<file path="config.mk">
export PLATFORM = sky130hd
export DESIGN_NAME = tmc_timer
export DESIGN_NICKNAME = d
export VERILOG_FILES = /design/src/rtl/tmc_pkg.sv /design/src/rtl/tmc_tick_gen.sv /design/src/rtl/tmc_timer.sv
export SDC_FILE = /design/constraint.sdc
export NUM_CORES = 1
export LEC_CHECK = 0
export BUFFER_PORTS_ARGS = -buffer_cell sky130_fd_sc_hd__buf_2
export CAP_MARGIN = 20
export CORE_MARGIN = 2
export CORE_UTILIZATION = 40
export DETAILED_ROUTE_END_ITERATION = 12
export GPL_TIMING_DRIVEN = 1
export SLEW_MARGIN = 20
export SYNTH_ARGS = -nofsm -noshare
export SYNTH_HDL_FRONTEND = slang
export SYNTH_SLANG_ARGS = --single-unit
</file>
<file path="constraint.sdc">
create_clock -name pclk -period 9.8 [get_ports pclk]
set_input_delay 0.49 -clock pclk [delete_from_list [all_inputs] [get_ports pclk]]
set_output_delay 0.49 -clock pclk [all_outputs]
set_load 0.005 [all_outputs]
</file>
<file path="src/rtl/tmc_pkg.sv">
package tmc_pkg;
    // Register byte offsets on the APB word map
    localparam logic [7:0] ADDR_CNT_LO = 8'h00;
    localparam logic [7:0] ADDR_CNT_HI = 8'h04;
    localparam logic [7:0] ADDR_CTRL = 8'h08;
    localparam logic [7:0] ADDR_MASK = 8'h0C;
    localparam logic [7:0] ADDR_CLKCTL = 8'h10;
    localparam logic [7:0] ADDR_IEN = 8'h14;
    localparam logic [7:0] ADDR_CPUFLAG = 8'h18;
    localparam logic [7:0] ADDR_CHCTL0 = 8'h1C;
    localparam logic [7:0] ADDR_CHVAL0 = 8'h28;
    localparam int NUM_CH = 3;
    localparam int CHCTL_W = 7;

    // timer_control_reg fields
    localparam int CTRL_MODE_LSB = 0;
    localparam int CTRL_DIV_LSB = 2;
    localparam int CTRL_WRAP_BIT = 4;
    localparam int CTRL_CHF_LSB = 5;

    // channel_control_reg fields
    localparam int CH_EDGE_LSB = 0;
    localparam int CH_CMPEN_BIT = 2;
    localparam int CH_ACT_LSB = 3;
    localparam int CH_IM_BIT = 6;

    localparam logic [15:0] CNT_ZERO = 16'h0000;
    localparam logic [15:0] CNT_FULL = 16'hFFFF;
    localparam logic [2:0] TSS_RESET = 3'h0;
    localparam logic [7:0] BYTE_ZERO = 8'h00;
    localparam logic [31:0] WORD_ZERO = 32'h0000_0000;

    // Prescale terminal counts for divide by 1, 8, 32, 128
    localparam logic [6:0] PRE_DIV1 = 7'h00;
    localparam logic [6:0] PRE_DIV8 = 7'h07;
    localparam logic [6:0] PRE_DIV32 = 7'h1F;
    localparam logic [6:0] PRE_DIV128 = 7'h7F;

    typedef enum logic [1:0] {
        MODE_HALT = 2'h0,
        MODE_FREE = 2'h1,
        MODE_MODULO = 2'h2,
        MODE_UPDOWN = 2'h3
    } tmc_mode_t;

    typedef enum logic [1:0] {
        EDGE_NONE = 2'h0,
        EDGE_RISE = 2'h1,
        EDGE_FALL = 2'h2,
        EDGE_ANY = 2'h3
    } tmc_edge_t;

    typedef enum logic [2:0] {
        ACT_SET = 3'h0,
        ACT_CLEAR = 3'h1,
        ACT_TOGGLE = 3'h2
    } tmc_act_t;
endpackage : tmc_pkg

</file>
<file path="src/rtl/tmc_tick_gen.sv">
`timescale 1ns/1ps
module tmc_tick_gen (
    input wire logic pclk,
    input wire logic presetn,
    input wire logic [2:0] tick_speed_select,
    input wire logic [1:0] div_sel,
    input wire logic run,
    output logic edge_en
);
    typedef struct packed {
        logic [6:0] tdiv;
        logic [6:0] pre;
    } tmc_tick_st_t;

    tmc_tick_st_t st_r;
    tmc_tick_st_t st_nxt;
    logic tick;
    logic [6:0] pre_term;

    always_comb begin
        st_nxt = st_r;
        tick = 1'b0;
        edge_en = 1'b0;
        unique case (div_sel)
            2'h0: pre_term = tmc_pkg::PRE_DIV1;
            2'h1: pre_term = tmc_pkg::PRE_DIV8;
            2'h2: pre_term = tmc_pkg::PRE_DIV32;
            2'h3: pre_term = tmc_pkg::PRE_DIV128;
        endcase
        // Tick is an enable pulse; pclk itself is never slowed
        if (st_r.tdiv >= ((7'h01 << tick_speed_select) - 7'h01)) begin
            st_nxt.tdiv = 7'h00;
            tick = 1'b1;
        end else begin
            st_nxt.tdiv = st_r.tdiv + 7'h01;
        end
        if (!run) begin
            st_nxt.pre = 7'h00;
        end else if (tick) begin
            if (st_r.pre >= pre_term) begin
                st_nxt.pre = 7'h00;
                edge_en = 1'b1;
            end else begin
                st_nxt.pre = st_r.pre + 7'h01;
            end
        end
    end

    always_ff @(posedge pclk or negedge presetn) begin
        if (!presetn) begin
            st_r <= '0;
        end else begin
            st_r <= st_nxt;
        end
    end
endmodule : tmc_tick_gen

</file>
<file path="src/rtl/tmc_timer.sv">
// Functional notes
// - The tick is divided by a prescale of 1, 8, 32 or 128 to give counting edges.
// - The tick comes from a tick divider and never changes the system clock.
// - A 16-bit counter steps by one, up or down by mode, on each counting edge.
// - Reading the low count byte latches the high byte for the high byte register.
// - Any write to the low count byte clears the whole counter.
// - A nonzero mode starts the counter; mode 00 halts it at its present value.
// - Free-running mode counts from 0x0000 to 0xFFFF then wraps to 0x0000.
// - Free-running mode sets the wrap flag when the counter reaches 0xFFFF.
// - Modulo mode counts from 0x0000 to the terminal value then loads 0x0000.
// - Modulo mode sets the wrap flag when the counter reaches the terminal value.
// - Up/down mode counts up to the terminal value, down to 0x0000, and repeats.
// - Up/down mode sets the wrap flag on return to 0x0000, not at the top.
// - A wrap reaches the CPU flag through the wrap mask, or in up/down mode via the channel 0 mask if its compare is on; a request needs that flag and the enable.
// - Three capture/compare channels, each with one pin and a control register.
`timescale 1ns/1ps
module tmc_timer (
    input wire logic pclk,
    input wire logic presetn,
    input wire logic psel,
    input wire logic penable,
    input wire logic pwrite,
    input wire logic [7:0] paddr,
    input wire logic [31:0] pwdata,
    output logic [31:0] prdata,
    output logic pready,
    output logic pslverr,
    input wire logic [2:0] ch_pin_in,
    output logic [2:0] ch_pin_out,
    output logic [2:0] ch_pin_oe_n,
    output logic irq_req
);
    typedef struct packed {
        logic [15:0] cnt;
        logic down;
        logic [1:0] mode;
        logic [1:0] div;
        logic wrap_flag;
        logic [2:0] ch_flag;
        logic wrap_irq_mask;
        logic [2:0] tick_speed_select;
        logic timer_irq_enable;
        logic timer_cpu_flag;
        logic [7:0] hi_buf;
        logic [2:0][6:0] chctl;
        logic [2:0][15:0] chval;
        logic [2:0][7:0] lo_buf;
        logic [2:0] sync0;
        logic [2:0] sync1;
        logic [2:0] sprev;
        logic [2:0] pout;
        logic [31:0] rdata;
    } tmc_state_t;

    tmc_state_t st_r;
    tmc_state_t st_nxt;
    logic edge_en;
    logic running;
    logic wr_acc;
    logic rd_setup;
    logic [15:0] term;
    logic [15:0] cnt_step;
    logic wrap_evt;
    logic [2:0] ch_evt;
    logic [2:0] cap_evt;
    logic [2:0] cmp_evt;
    logic [2:0] im_vec;
    logic mapped;
    logic [31:0] rd_mux;
    logic [2:0] hit_chctl;
    logic [2:0] hit_val_lo;
    logic [2:0] hit_val_hi;
    logic at_top;

    function automatic logic out_action(input logic [2:0] act, input logic cur);
        logic res;
        res = cur;
        unique case (act)
            tmc_pkg::ACT_SET: res = 1'b1;
            tmc_pkg::ACT_CLEAR: res = 1'b0;
            tmc_pkg::ACT_TOGGLE: res = ~cur;
            default: res = cur;
        endcase
        return res;
    endfunction : out_action

    function automatic logic edge_hit(input logic [1:0] sel, input logic now,
                                      input logic prev);
        logic res;
        res = 1'b0;
        unique case (sel)
            tmc_pkg::EDGE_NONE: res = 1'b0;
            tmc_pkg::EDGE_RISE: res = now & ~prev;
            tmc_pkg::EDGE_FALL: res = ~now & prev;
            tmc_pkg::EDGE_ANY: res = now ^ prev;
        endcase
        return res;
    endfunction : edge_hit

    function automatic logic is_ch_addr(input logic [7:0] a, input logic [7:0] base,
                                        input int n);
        return a == (base + 8'(n * 4));
    endfunction : is_ch_addr

    assign running = st_r.mode != tmc_pkg::MODE_HALT;

    tmc_tick_gen u_tick (
        .pclk(pclk),
        .presetn(presetn),
        .tick_speed_select(st_r.tick_speed_select),
        .div_sel(st_r.div),
        .run(running),
        .edge_en(edge_en)
    );

    // Zero-wait slave: read data is captured in setup so it comes from a flop
    assign pready = psel & penable;
    assign wr_acc = psel & penable & pwrite;
    assign rd_setup = psel & ~penable & ~pwrite;
    assign prdata = st_r.rdata;
    assign pslverr = psel & penable & ~mapped;
    assign irq_req = st_r.timer_cpu_flag & st_r.timer_irq_enable;
    assign ch_pin_out = st_r.pout;
    assign term = st_r.chval[0];
    // Counts above a lowered terminal value also turn down instead of running on
    assign at_top = st_r.cnt >= term;

    // One decode per channel register, shared by the read and write paths
    always_comb begin
        for (int i = 0; i < tmc_pkg::NUM_CH; i++) begin
            hit_chctl[i] = is_ch_addr(paddr, tmc_pkg::ADDR_CHCTL0, i);
            hit_val_lo[i] = is_ch_addr(paddr, tmc_pkg::ADDR_CHVAL0, 2 * i);
            hit_val_hi[i] = is_ch_addr(paddr, tmc_pkg::ADDR_CHVAL0, 2 * i + 1);
        end
    end

    always_comb begin
        for (int i = 0; i < tmc_pkg::NUM_CH; i++) begin
            im_vec[i] = st_r.chctl[i][tmc_pkg::CH_IM_BIT];
            // Low enable means this module drives the pin
            ch_pin_oe_n[i] = ~st_r.chctl[i][tmc_pkg::CH_CMPEN_BIT];
        end
    end

    always_comb begin
        mapped = 1'b0;
        rd_mux = tmc_pkg::WORD_ZERO;
        unique case (paddr)
            tmc_pkg::ADDR_CNT_LO: begin
                mapped = 1'b1;
                rd_mux[7:0] = st_r.cnt[7:0];
            end
            tmc_pkg::ADDR_CNT_HI: begin
                mapped = 1'b1;
                rd_mux[7:0] = st_r.hi_buf;
            end
            tmc_pkg::ADDR_CTRL: begin
                mapped = 1'b1;
                rd_mux[tmc_pkg::CTRL_MODE_LSB +: 2] = st_r.mode;
                rd_mux[tmc_pkg::CTRL_DIV_LSB +: 2] = st_r.div;
                rd_mux[tmc_pkg::CTRL_WRAP_BIT] = st_r.wrap_flag;
                rd_mux[tmc_pkg::CTRL_CHF_LSB +: 3] = st_r.ch_flag;
            end
            tmc_pkg::ADDR_MASK: begin
                mapped = 1'b1;
                rd_mux[0] = st_r.wrap_irq_mask;
            end
            tmc_pkg::ADDR_CLKCTL: begin
                mapped = 1'b1;
                rd_mux[2:0] = st_r.tick_speed_select;
            end
            tmc_pkg::ADDR_IEN: begin
                mapped = 1'b1;
                rd_mux[0] = st_r.timer_irq_enable;
            end
            tmc_pkg::ADDR_CPUFLAG: begin
                mapped = 1'b1;
                rd_mux[0] = st_r.timer_cpu_flag;
            end
            default: begin
                for (int i = 0; i < tmc_pkg::NUM_CH; i++) begin
                    if (hit_chctl[i]) begin
                        mapped = 1'b1;
                        rd_mux[6:0] = st_r.chctl[i];
                    end
                    if (hit_val_lo[i]) begin
                        mapped = 1'b1;
                        rd_mux[7:0] = st_r.chval[i][7:0];
                    end
                    if (hit_val_hi[i]) begin
                        mapped = 1'b1;
                        rd_mux[7:0] = st_r.chval[i][15:8];
                    end
                end
            end
        endcase
    end

    // Counter next value and its wrap event
    always_comb begin
        cnt_step = st_r.cnt;
        wrap_evt = 1'b0;
        unique case (st_r.mode)
            tmc_pkg::MODE_HALT: cnt_step = st_r.cnt;
            tmc_pkg::MODE_FREE: begin
                cnt_step = st_r.cnt + 16'h0001;
                wrap_evt = cnt_step == tmc_pkg::CNT_FULL;
            end
            tmc_pkg::MODE_MODULO: begin
                if (st_r.cnt == term) begin
                    cnt_step = tmc_pkg::CNT_ZERO;
                end else begin
                    cnt_step = st_r.cnt + 16'h0001;
                end
                wrap_evt = cnt_step == term;
            end
            tmc_pkg::MODE_UPDOWN: begin
                if (term == tmc_pkg::CNT_ZERO) begin
                    cnt_step = tmc_pkg::CNT_ZERO;
                end else if (st_r.down || at_top) begin
                    cnt_step = st_r.cnt - 16'h0001;
                    wrap_evt = cnt_step == tmc_pkg::CNT_ZERO;
                end else begin
                    cnt_step = st_r.cnt + 16'h0001;
                end
            end
        endcase
    end

    // Channel events: compares at the counting edge, captures on any pclk while running
    always_comb begin
        for (int i = 0; i < tmc_pkg::NUM_CH; i++) begin
            cap_evt[i] = running & ~st_r.chctl[i][tmc_pkg::CH_CMPEN_BIT]
                & edge_hit(st_r.chctl[i][tmc_pkg::CH_EDGE_LSB +: 2], st_r.sync1[i],
                           st_r.sprev[i]);
            cmp_evt[i] = edge_en & st_r.chctl[i][tmc_pkg::CH_CMPEN_BIT]
                & (st_r.cnt == st_r.chval[i]);
            ch_evt[i] = cap_evt[i] | cmp_evt[i];
        end
        // Channel 0 compare flags the zero turnaround in up/down mode
        if (st_r.mode == tmc_pkg::MODE_UPDOWN && st_r.chctl[0][tmc_pkg::CH_CMPEN_BIT]) begin
            ch_evt[0] = edge_en & wrap_evt;
        end
    end

    always_comb begin
        st_nxt = st_r;
        st_nxt.sync0 = ch_pin_in;
        st_nxt.sync1 = st_r.sync0;
        st_nxt.sprev = st_r.sync1;

        // Only a low byte read refreshes the high buffer
        if (rd_setup) begin
            st_nxt.rdata = rd_mux;
            if (paddr == tmc_pkg::ADDR_CNT_LO) begin
                // High byte caught with the low byte so the pair is coherent
                st_nxt.hi_buf = st_r.cnt[15:8];
            end
        end

        if (edge_en) begin
            st_nxt.cnt = cnt_step;
            if (st_r.mode == tmc_pkg::MODE_UPDOWN) begin
                if (wrap_evt) begin
                    st_nxt.down = 1'b0;
                end else if (term != tmc_pkg::CNT_ZERO && at_top) begin
                    st_nxt.down = 1'b1;
                end
            end else begin
                st_nxt.down = 1'b0;
            end
        end

        // Capture copies the count seen by the synchronised pin, never the raw one
        for (int i = 0; i < tmc_pkg::NUM_CH; i++) begin
            if (cap_evt[i]) begin
                st_nxt.chval[i] = st_r.cnt;
            end
            if (cmp_evt[i]) begin
                st_nxt.pout[i] = out_action(st_r.chctl[i][tmc_pkg::CH_ACT_LSB +: 3],
                                            st_r.pout[i]);
            end
        end

        // Writes to the high count byte are dropped: it only mirrors the buffer
        if (wr_acc) begin
            unique case (paddr)
                tmc_pkg::ADDR_CNT_LO: begin
                    st_nxt.cnt = tmc_pkg::CNT_ZERO;
                    st_nxt.down = 1'b0;
                end
                tmc_pkg::ADDR_CTRL: begin
                    st_nxt.mode = pwdata[tmc_pkg::CTRL_MODE_LSB +: 2];
                    st_nxt.div = pwdata[tmc_pkg::CTRL_DIV_LSB +: 2];
                    if (!pwdata[tmc_pkg::CTRL_WRAP_BIT]) begin
                        st_nxt.wrap_flag = 1'b0;
                    end
                    st_nxt.ch_flag = st_r.ch_flag & pwdata[tmc_pkg::CTRL_CHF_LSB +: 3];
                end
                tmc_pkg::ADDR_MASK: st_nxt.wrap_irq_mask = pwdata[0];
                tmc_pkg::ADDR_CLKCTL: st_nxt.tick_speed_select = pwdata[2:0];
                tmc_pkg::ADDR_IEN: st_nxt.timer_irq_enable = pwdata[0];
                tmc_pkg::ADDR_CPUFLAG: begin
                    if (!pwdata[0]) begin
                        st_nxt.timer_cpu_flag = 1'b0;
                    end
                end
                default: begin
                    for (int i = 0; i < tmc_pkg::NUM_CH; i++) begin
                        if (hit_chctl[i]) begin
                            st_nxt.chctl[i] = pwdata[6:0];
                        end
                        // Low byte waits in a buffer until the high byte lands
                        if (hit_val_lo[i]) begin
                            st_nxt.lo_buf[i] = pwdata[7:0];
                        end
                        if (hit_val_hi[i]) begin
                            st_nxt.chval[i] = {pwdata[7:0], st_r.lo_buf[i]};
                        end
                    end
                end
            endcase
        end

        // Hardware sets win over software clears
        if (edge_en && wrap_evt) begin
            st_nxt.wrap_flag = 1'b1;
        end
        st_nxt.ch_flag = st_nxt.ch_flag | ch_evt;
        // Level term: unmasking a pending flag raises the CPU flag too
        if ((st_r.wrap_flag && st_r.wrap_irq_mask) || |(st_r.ch_flag & im_vec)) begin
            st_nxt.timer_cpu_flag = 1'b1;
        end
    end

    always_ff @(posedge pclk or negedge presetn) begin
        if (!presetn) begin
            st_r <= '0;
        end else begin
            st_r <= st_nxt;
        end
    end
endmodule : tmc_timer

</file>
==> impl_metrics.ini, run 1 <==
[die]
chipHeight_um = 170
floorplan.die.width_um = 170
fp-row-count = 60
dieArea_um2 = 29000
floorplan.core_area_um2 = 27000
start_util_pct = 40.9
design.portCount = 89

[drt]
drc = 0
detail_route.first_pass.iterations = 7
finalWirelength_mm = 33.2
antenna_left = 0
detail_route.vias_per_cell = 6.05
average_detailed_routed_wire_length_per_instance_um = 21.2
routed-via-count = 9469
drt-initial-drc-count = 957

[grt]
number_of_antenna_violations_at_the_first_check_in_global_routing = 0
first_global_vias = 8823
groute.usage.overall_pct = 23.6
congestion_overflow_gr = 0
global_route_wire_length_before_repair_mm = 52.2
largest_net_degree_at_the_start_of_global_routing = 97

[sta]
setup_slack_of_the_critical_path_after_layout_ps = 5770
slew_viol_final = 0
hold_violations = 0
setup_total_negative_slack_ps = 0
grt_setup_unrepaired = no
clock-skew-final_ps = 20.4
finalCritPeriodShare_pct = 41.1
tightest_slew_ps = 1030
max_freq_mhz = 248
report.final.setup_viol = 0
layout_min_cycle_time_ps = 4030
timing.max_slew.rel_slack_pct = 31.4

[clocking]
cts_sinks = 166
insertion_delay_ps = 450
clkSlewWorstSetupHoldPaths_ps = 80
htree_num_levels = 4
post_cts.resized_instances = 0
holdBufCountCts = 0
clock_root_cell = sky130_fd_sc_hd__clkbuf_16
cts_buffers = 17
post-cts-setup-buffer-count = 0
clock_tree_buffer_depth = 2
cts_tree = done

[power_and_ir_drop]
power.share.switching_pct = 42.1
vdd.ir_drop.worst_mv = 0.116
power.share.combinational_pct = 37.8
p_per_area_nw_per_um2 = 199
clock_power_share_pct = 29.0
power_switching_mw = 1.00
sequential_share_of_power_pct = 33.3
total_leakage_power_nw = 4.87
intPower_mw = 1.38

[final_layout]
nets = 1302
insertedDiodeCount = 0
syn2layout_area_growth_pct = 8.17
final_layout_size_suffix_gt1_share_pct = 15.1

[synthesis]
synth-seq-area-share_pct = 37.6
synth_area_um2 = 11100
synth_mux_area_share_pct = 11.3
synth_simple_gate_area_share_pct = 18.3
synthFlopType = sky130_fd_sc_hd__dfrtp_1
synth_cell_type_count = 83
ys_async_sr_fraction_pct = 100
post_synthesis_adder_cell_area_fraction_pct = 4.87
synth-seq-cells = 166
combinational_family_with_the_most_area_after_synthesis = simple AND/OR/NAND/NOR gates
synth-xor-area-share_pct = 5.07
synth-warning-count = 0
syn-mean-instance-area_um2 = 9.04
edff_count_synth = 0
synth-compound-area-share_pct = 15.9
netlist_instances = 1223

[critical_path]
flop_to_flop_setup_slack_ps = 5770
cp-endpoint = ch_pin_out[0]
reg_to_reg_critical_path_endpoint = ch_pin_out[0]
worst-path-max-fanout = 13
worst-endpoint-required_ps = 10120
timing.rr.start = st_r[149]
startpoint_type = flop
timing.reg2reg.worst_path_depth = 14
timing.setup.critical_path_class = reg -> reg
arrival_ps = 4360
critical_path_end_type = flop
crit_start = st_r[149]

[job]
max_cap_viol = 0

[worst_hold_path]
min-delay-path-class = in -> async

[placed_design]
buffer_ports.inserted = 40
preCtsSetupSlack_ps = 5780
routabilityCongestion = 0.961
detailed_place_hpwl_mm = 22.6

[run_status]
run_status = finished clean
cells in the final DEF, fill, tap and decap left out, types with 6 or more instances in the layout:
cell                        netlist  routed
sky130_fd_sc_hd__nor3_1          32      29
sky130_fd_sc_hd__clkbuf_16        0      17
sky130_fd_sc_hd__o32ai_1          6       6
sky130_fd_sc_hd__nor2b_1          8       8
sky130_fd_sc_hd__nand4_1         17      17
sky130_fd_sc_hd__buf_2           12      39
sky130_fd_sc_hd__a31oi_1          9       9
sky130_fd_sc_hd__nor3_2           4       7
sky130_fd_sc_hd__and3_1          11      11
sky130_fd_sc_hd__nand3b_1         6       6
sky130_fd_sc_hd__a222oi_1         8       8
sky130_fd_sc_hd__nand3_1         32      32
sky130_fd_sc_hd__o22ai_1          8       8
sky130_fd_sc_hd__or3_1            8       8
sky130_fd_sc_hd__nand2_1        121     121
sky130_fd_sc_hd__a21oi_1         65      65
sky130_fd_sc_hd__mux2_2          60      60
sky130_fd_sc_hd__inv_1           43      43
sky130_fd_sc_hd__nand2b_1        15      14
sky130_fd_sc_hd__buf_4           39      23
sky130_fd_sc_hd__nor2_1          84      84
sky130_fd_sc_hd__xnor2_1         38      38
sky130_fd_sc_hd__dfrtp_1        166     166
sky130_fd_sc_hd__o21ai_1          7       8
sky130_fd_sc_hd__a221oi_1        12      12
sky130_fd_sc_hd__nor4_1          18      18
sky130_fd_sc_hd__mux2i_1         57      57
sky130_fd_sc_hd__ha_1            43      43
sky130_fd_sc_hd__xor2_1          26      26
sky130_fd_sc_hd__a22oi_1         20      20
sky130_fd_sc_hd__o21ai_0         81      80
sky130_fd_sc_hd__conb_1           1      24
worst max-delay path, cell delays in order, from the launching register on:
cell and delay (ps):
sky130_fd_sc_hd__dfrtp_1 440, sky130_fd_sc_hd__nor2_1 180, sky130_fd_sc_hd__nand2_1 100, sky130_fd_sc_hd__ha_1 260
sky130_fd_sc_hd__nor3_1 220, sky130_fd_sc_hd__a21oi_1 60, sky130_fd_sc_hd__o21a_1 180, sky130_fd_sc_hd__ha_1 290
sky130_fd_sc_hd__a21o_1 120, sky130_fd_sc_hd__a21oi_1 60, sky130_fd_sc_hd__o21ai_0 70, sky130_fd_sc_hd__a21o_1 370
sky130_fd_sc_hd__nand3_1 560, sky130_fd_sc_hd__or3_1 640, sky130_fd_sc_hd__o32a_1 360
cell usage after synthesis (7+ instances only):
library cell | instances | area, um2
sky130_fd_sc_hd__or3_1 | 8 | 50.1
sky130_fd_sc_hd__nand2b_1 | 15 | 93.8
sky130_fd_sc_hd__buf_4 | 39 | 293
sky130_fd_sc_hd__nor4_1 | 18 | 113
sky130_fd_sc_hd__o21ai_0 | 81 | 405
sky130_fd_sc_hd__o21ai_1 | 7 | 35.0
sky130_fd_sc_hd__xnor2_1 | 38 | 333
sky130_fd_sc_hd__a31oi_1 | 9 | 56.3
sky130_fd_sc_hd__nor2b_1 | 8 | 50.1
sky130_fd_sc_hd__clkbuf_1 | 47 | 176
sky130_fd_sc_hd__buf_2 | 12 | 60.1
sky130_fd_sc_hd__nor3_1 | 32 | 160
sky130_fd_sc_hd__ha_1 | 43 | 538
sky130_fd_sc_hd__a22oi_1 | 20 | 150
sky130_fd_sc_hd__nor2_1 | 84 | 315
sky130_fd_sc_hd__and3_1 | 11 | 68.8
sky130_fd_sc_hd__nand2_1 | 121 | 454
sky130_fd_sc_hd__nand3_1 | 32 | 160
sky130_fd_sc_hd__mux2_2 | 60 | 676
sky130_fd_sc_hd__nand4_1 | 17 | 106
sky130_fd_sc_hd__a21oi_1 | 65 | 325
sky130_fd_sc_hd__buf_1 | 15 | 56.3
sky130_fd_sc_hd__mux2i_1 | 57 | 571
sky130_fd_sc_hd__a222oi_1 | 8 | 80.1
sky130_fd_sc_hd__inv_1 | 43 | 161
sky130_fd_sc_hd__o22ai_1 | 8 | 50.1
sky130_fd_sc_hd__xor2_1 | 26 | 228
sky130_fd_sc_hd__a221oi_1 | 12 | 105
sky130_fd_sc_hd__dfrtp_1 | 166 | 4150
cell type report:
cell class	count	area (um2)
Sequential cell	166	4150
Clock inverter	15	180
Clock buffer	17	425
Inverter	44	165
Multi-Input combinational cell	919	6230
Timing Repair Buffer	63	379
Fill cell	2627	15100
Tap cell	341	427
state kept, by name (all words and copies together), names as in the netlist:
signal,flops
st_r,116
prdata,8
st_nxt,6
u_tick.st_r,14
ch_pin_out,3
term,16
im_vec,3
power groups by stage:
| stage | logic [mW] | clock network (mW) | registers [mW] |
|---|---|---|---|
| after CTS | 0.881 | 0.699 | 0.789 |
| final | 0.898 | 0.689 | 0.791 |
| after global routing | 0.973 | 0.728 | 0.798 |
| after global placement | 0.866 | 0 | 0.802 |
| after floorplan | 0.631 | 0 | 0.786 |
| after detailed placement | 0.876 | 0 | 0.803 |
how the worst min path moves through the flow:
stage | from | endpoint | cells after the start
2_1_floorplan | presetn | ch_pin_out[0] | 0
3_3_place_gp | st_nxt[38] | st_nxt[35] | 0
3_5_place_dp | st_nxt[39] | st_nxt[36] | 0
4_1_cts | ch_pin_in[1] | st_nxt[39] | 1
5_1_grt | ch_pin_in[1] | st_nxt[39] | 1
6_report | presetn | st_r[49] | 1
cell families (layout without fill, tap and decap cells):
| family | count (synthesis) | count (layout) |
|---|---|---|
| flops | 166 | 166 |
| fa+ha+maj | 43 | 43 |
| mux | 117 | 117 |
| buf+inv | 161 | 139 |
| compound gates | 273 | 273 |
| simple gates | 398 | 398 |
| xor+xnor | 64 | 64 |
| other cells | 1 | 24 |
per-layer routing:
metal	GRT usage (%)	wire length [um]	up-vias
met5	0	0	-
met4	8.99	881	0
met3	2.93	2370	63
met2	37.5	15400	432
met1	32.9	14600	4636
li1	-	-	4338
through the flow:
step	std cells	total power [mW]	hold slack [ps]	utilization, %	cell area, um2
floorplan	1246	1.42	194	-	11100
global placement	1533	1.67	337	42.0	11400
detailed placement	1533	1.68	336	42.0	11400
CTS	1565	2.37	132	44.3	12000
global route	1565	2.50	128	44.3	12000
finish	1565	2.38	140	44.3	12000
Note: power is estimated with default switching activity, not from simulation.
==> run 2, diff against run 1 <==
Settings changed: ABC_AREA from default to 1.
Clock period 9.8 ns to 3.3 ns, I/O delays scaled along.
==> run 2 against run 1 <==
Maximum frequency increased by 36%; non-clock buffer count is 28 higher; via count rose by 13%; global-route usage grew 4.4 points; final cell count increased by 28%; setup slack lost 5400 ps; power grew to 3.2 times the previous value; critical path depth increased by 4; synthesized area increased by 0.55%; critical path type unchanged; critical endpoint is now st_r[159]; largest power group unchanged.
==> impl_metrics.ini, run 2 <==
[drt]
top_sig_layer = met4
detail_route.wirelength.met1_mm = 17.3
finalWirelength_mm = 39.8
drt-initial-drc-count = 1078
detail_route.first_pass.iterations = 6
drc = 0
routed-via-count = 10700
average_detailed_routed_wire_length_per_instance_um = 19.9
antenna_left = 0
detail_route.vias_per_cell = 5.34
met2_length_mm = 17.5
wl_met3_mm = 3.71

[synthesis]
edff_count_synth = 0
syn-mean-instance-area_um2 = 7.14
synth_top_cells_by_count = 378 x sky130_fd_sc_hd__nand2_1, 197 x sky130_fd_sc_hd__inv_1, 166 x sky130_fd_sc_hd__dfrtp_1
ys_async_sr_fraction_pct = 100
netlist_instances = 1557
synth_cell_type_count = 50
synthFlopType = sky130_fd_sc_hd__dfrtp_1
synth_area_um2 = 11100
synthMostInstantiatedCell = sky130_fd_sc_hd__nand2_1
synth-seq-cells = 166
synth.area.top_cells = sky130_fd_sc_hd__dfrtp_1 37%, sky130_fd_sc_hd__nand2_1 13%, sky130_fd_sc_hd__inv_1 6.7%, sky130_fd_sc_hd__o21ai_0 5.5%, sky130_fd_sc_hd__ha_1 4.8%
synth-seq-area-share_pct = 37.4
netlist.area_leader.share_pct = 37.4
netlist.top_cell.by_area = sky130_fd_sc_hd__dfrtp_1
synth-warning-count = 0

[clocking]
htree_num_levels = 4
insertion_delay_ps = 440
clock_tree_buffer_depth = 2
cts_tree = done
cts_sinks = 166
cts_buffers = 17
clkSlewWorstSetupHoldPaths_ps = 90
clock_root_cell = sky130_fd_sc_hd__clkbuf_16

[die]
floorplan.die.width_um = 171
fp-row-count = 61
floorplan.core_area_um2 = 27600
chipHeight_um = 171
start_util_pct = 40.4
design.portCount = 89
dieArea_um2 = 29100

[grt]
groute.usage.overall_pct = 28.0
first_global_vias = 9912
global_route_wire_length_before_repair_mm = 60.2
largest_net_degree_at_the_start_of_global_routing = 79
congestion_overflow_gr = 0
number_of_antenna_violations_at_the_first_check_in_global_routing = 0

[final_layout]
largest_register_ffs = 116
top_register = st_r
nets = 1696
syn2layout_area_growth_pct = 11.6
final_common_cell = sky130_fd_sc_hd__nand2_1
final_design_area_no_fill_um2 = 12400
final_layout_size_suffix_gt1_share_pct = 10.2
fin_cells = 1996
layout_common_cells = 378 x sky130_fd_sc_hd__nand2_1, 197 x sky130_fd_sc_hd__inv_1, 165 x sky130_fd_sc_hd__dfrtp_1
n_fill_cell = 2866
insertedDiodeCount = 0
postLayoutCoreUtil_pct = 45.1

[worst_hold_path]
hp-start = pwdata[7]
min-delay-path-class = in -> reg

[power_and_ir_drop]
power.share.switching_pct = 45.4
total_power_mw = 7.58
total_leakage_power_nw = 5.91
p_per_area_nw_per_um2 = 611
vdd.ir_drop.worst_mv = 0.327
power_switching_mw = 3.45
power.share.combinational_pct = 41.0
sequential_share_of_power_pct = 31.3
clock_power_share_pct = 27.7
intPower_mw = 4.14

[critical_path]
critical_path_end_type = flop
arrival_ps = 3340
timing.rr.start = st_r[149]
worst-path-max-fanout = 7
timing.setup.critical_path_class = reg -> reg
worst-endpoint-required_ps = 3660
crit_start = st_r[149]
startpoint_type = flop

[placed_design]
buffer_ports.inserted = 40
routabilityCongestion = 0.957
place_area_um2 = 11700
numPlacedInstances = 1959
preCtsSetupSlack_ps = 169
detailed_place_hpwl_mm = 29.4

[sta]
hold_ws_ps = 76.1
grt_setup_unrepaired = no
setup_total_negative_slack_ps = 0
clock-skew-final_ps = 14.7
setup_slack_of_the_critical_path_after_layout_ps = 325
slew_viol_final = 0
tightest_slew_ps = 837
timing.max_slew.rel_slack_pct = 42.8
max_freq_mhz = 336
layout_min_cycle_time_ps = 2970
report.final.setup_viol = 0
hold_violations = 0
finalCritPeriodShare_pct = 90.1

[job]
max_cap_viol = 0

[run_status]
run_status = finished clean
run 2: worst paths after layout:
check | depth (start not counted) | endpoint | slack [ps]
worst max-delay path | 18 | st_r[159] | 330
worst min-delay path | 3 | st_r[67] | 80
worst max register to register | 18 | st_r[159] | 330
worst min register to register | 0 | st_nxt[35] | 350
max in group asynchronous | 3 | st_r[99] | 2070
min in group asynchronous | 2 | u_tick.st_r[9] | 310
run 2: layout make-up:
| cell class | instances | area, um2 | area share, % |
|---|---|---|---|
| clock buffer | 17 | 425 | 3.43 |
| sequential | 166 | 4160 | 33.5 |
| timing repair buffer | 91 | 619 | 4.99 |
| multi-input combinational | 1109 | 5710 | 46.0 |
| inverter | 220 | 831 | 6.69 |
| clock inverter | 15 | 196 | 1.58 |
| tap | 378 | 473 | 3.81 |
run 2: power groups by stage:
stage	registers [mW]	clock network [mW]	logic (mW)
after CTS	2.36	2.14	3.03
after detailed placement	2.40	0	3.00
after global routing	2.39	2.22	3.38
after floorplan	2.31	0	1.86
after global placement	2.40	0	3.00
final	2.38	2.10	3.11
run 2: worst max-delay path, stage by stage (launching register included):
cell and delay (ps):
sky130_fd_sc_hd__dfrtp_1 380, sky130_fd_sc_hd__inv_1 190, sky130_fd_sc_hd__nand3_1 110, sky130_fd_sc_hd__ha_1 250, sky130_fd_sc_hd__o21ai_0 130, sky130_fd_sc_hd__o21ai_0 130, sky130_fd_sc_hd__o211ai_1 110, sky130_fd_sc_hd__ha_1 180
sky130_fd_sc_hd__nand2_1 90, sky130_fd_sc_hd__o21a_1 190, sky130_fd_sc_hd__and2_1 140, sky130_fd_sc_hd__nand2_2 70, sky130_fd_sc_hd__nand2_1 80, sky130_fd_sc_hd__nor2_4 230, sky130_fd_sc_hd__buf_6 180, sky130_fd_sc_hd__o211ai_1 100
sky130_fd_sc_hd__nor2_1 110, sky130_fd_sc_hd__nand4_1 100, sky130_fd_sc_hd__a21oi_1 140
run 2: cells by family after synthesis:
group           count (synthesis)  share of synthesized area, %
other cells                     1                        0.0337
buf+inv                       305                          12.1
xor+xnor                       35                          2.76
compound gates                335                          16.6
flops                         166                          37.4
fa+ha+maj                      43                          4.84
simple gates                  671                          26.2
mux                             1                        0.0900
run 2: layer usage:
metal | GRT usage (%) | vias up
met3 | 7.43 | 69
met1 | 38.3 | 4958
met4 | 9.77 | 0
met5 | 0 | -
met2 | 42.8 | 473
li1 | - | 5162
run 2: repair_timing:
item                                   in CTS  in global routing
setup endpoints to repair                   0                 19
endpoints found under the hold margin      70                  0
setup buffers                               0                  1
hold buffers                                4                  0
resized for setup                           0                  4
==> run 3, diff against run 2 <==
Settings changed: PLACE_DENSITY from default to 0.65.
==> run 3 against run 2 <==
Die area stayed put; critical path type unchanged; maximum frequency fell by 1.1%; wire length decreased by 3.8%.
==> impl_metrics.ini, run 3 (synthesized netlist as in run 2, its figures left out) <==
[run_status]
run_status = finished clean

[critical_path]
crit_start = st_r[148]
timing.setup.critical_path_class = reg -> reg
critical_path_end_type = flop
reg_to_reg_critical_path_endpoint = st_r[159]
timing.reg2reg.worst_path_depth = 18
worst-endpoint-required_ps = 3660
cp-endpoint = st_r[159]
arrival_ps = 3370
startpoint_type = flop
flop_to_flop_setup_slack_ps = 290
worst-path-max-fanout = 7
timing.rr.start = st_r[148]

[grt]
first_global_vias = 9975
groute.usage.overall_pct = 26.6
largest_net_degree_at_the_start_of_global_routing = 73
number_of_antenna_violations_at_the_first_check_in_global_routing = 0
congestion_overflow_gr = 0
global_route_wire_length_before_repair_mm = 58.2

[die]
start_util_pct = 40.4
chipHeight_um = 171
floorplan.die.width_um = 171
dieArea_um2 = 29100
design.portCount = 89
fp-row-count = 61
floorplan.core_area_um2 = 27600

[final_layout]
nets = 1694
largest_register_ffs = 116
top_register = st_r
syn2layout_area_growth_pct = 11.6
layout_common_cells = 378 x sky130_fd_sc_hd__nand2_1, 196 x sky130_fd_sc_hd__inv_1, 165 x sky130_fd_sc_hd__dfrtp_1
insertedDiodeCount = 0
final_design_area_no_fill_um2 = 12400
final_layout_size_suffix_gt1_share_pct = 10.1
final_common_cell = sky130_fd_sc_hd__nand2_1
fin_cells = 1994

[sta]
layout_min_cycle_time_ps = 3010
setup_slack_of_the_critical_path_after_layout_ps = 293
setup_total_negative_slack_ps = 0
max_freq_mhz = 333
slew_viol_final = 0
report.final.setup_viol = 0
hold_violations = 0
clock-skew-final_ps = 14.5
finalCritPeriodShare_pct = 91.1
tightest_slew_ps = 847
hold_ws_ps = 72.1
timing.max_slew.rel_slack_pct = 42.1

[placed_design]
detailed_place_hpwl_mm = 28.2
routabilityCongestion = 0.998
buffer_ports.inserted = 40
preCtsSetupSlack_ps = 170
numPlacedInstances = 1956
place_area_um2 = 11700

[power_and_ir_drop]
total_leakage_power_nw = 5.92
vdd.ir_drop.worst_mv = 0.326
p_per_area_nw_per_um2 = 617

[clocking]
cts_sinks = 166
clkSlewWorstSetupHoldPaths_ps = 80
htree_num_levels = 4
cts_buffers = 17
clock_tree_buffer_depth = 2
clock_root_cell = sky130_fd_sc_hd__clkbuf_16
cts_tree = done
insertion_delay_ps = 440

[drt]
routed-via-count = 11000
drc = 0
drt-initial-drc-count = 1452
detail_route.first_pass.iterations = 6
finalWirelength_mm = 38.2
antenna_left = 0
average_detailed_routed_wire_length_per_instance_um = 19.2
detail_route.vias_per_cell = 5.50

[worst_hold_path]
min-delay-path-class = in -> reg
holdPathStages = 3

[job]
max_cap_viol = 0
## run 3: routing by layer
layer	GRT usage, %	vias up	wire length, um
met3	4.14	106	3260
met5	0	-	0
li1	-	5157	-
met2	41.0	537	16800
met1	37.1	5163	16500
met4	11.5	0	1630
## run 3: critical path: stages, from the launching register on
cell and delay (ps):
sky130_fd_sc_hd__dfrtp_2 450, sky130_fd_sc_hd__nor2_1 150, sky130_fd_sc_hd__nand2_1 90, sky130_fd_sc_hd__ha_1 230
sky130_fd_sc_hd__xor2_1 170, sky130_fd_sc_hd__ha_1 300, sky130_fd_sc_hd__nand2_1 70, sky130_fd_sc_hd__o21ai_0 170
sky130_fd_sc_hd__nand2_1 60, sky130_fd_sc_hd__and2_1 170, sky130_fd_sc_hd__nand2_2 60, sky130_fd_sc_hd__nand2_1 60
sky130_fd_sc_hd__nor2_2 110, sky130_fd_sc_hd__buf_4 190, sky130_fd_sc_hd__buf_4 190, sky130_fd_sc_hd__o211ai_1 90
sky130_fd_sc_hd__nor2_1 110, sky130_fd_sc_hd__nand4_1 110, sky130_fd_sc_hd__a21oi_1 150
## run 3: timing repair
item,in CTS,in global routing
hold buffers,4,0
hold endpoints to repair,66,0
resized for setup,0,5
buffers inserted,0,2
endpoints found under the setup margin,0,14
## run 3: how the worst min path moves through the flow
| stage | from | to | slack [ps] |
|---|---|---|---|
| floorplan | presetn | ch_pin_out[0] | -130 |
| global placement | presetn | st_r[146] | 200 |
| detailed placement | presetn | st_r[146] | 200 |
| CTS | pwdata[7] | st_r[67] | 60 |
| global route | pwdata[7] | st_r[51] | 70 |
| finish | pwdata[7] | st_r[59] | 70 |
## run 3: power by group
group / switching (mW) / leakage, nW / internal [mW]
Sequential: 0.186 / 2.02 / 2.18
Combinational: 2.15 / 3.59 / 0.910
Clock: 0.995 / 0.315 / 1.23
## run 3: final cells by class
type                            count  area [um2]
Clock buffer                       17         425
Clock inverter                     15         213
Fill cell                        2796       15100
Inverter                          220         833
Multi-Input combinational cell   1109        5710
Sequential cell                   166        4160
Tap cell                          378         473
Timing Repair Buffer               89         597
## run 3: per-stage QoR
step | power [mW] | utilization, %
after floorplan | 4.18 | -
after global placement | 5.33 | 42.5
after detailed placement | 5.34 | 42.5
after CTS | 7.57 | 45.0
after global routing | 8.01 | 45.0
final | 7.66 | 45.0
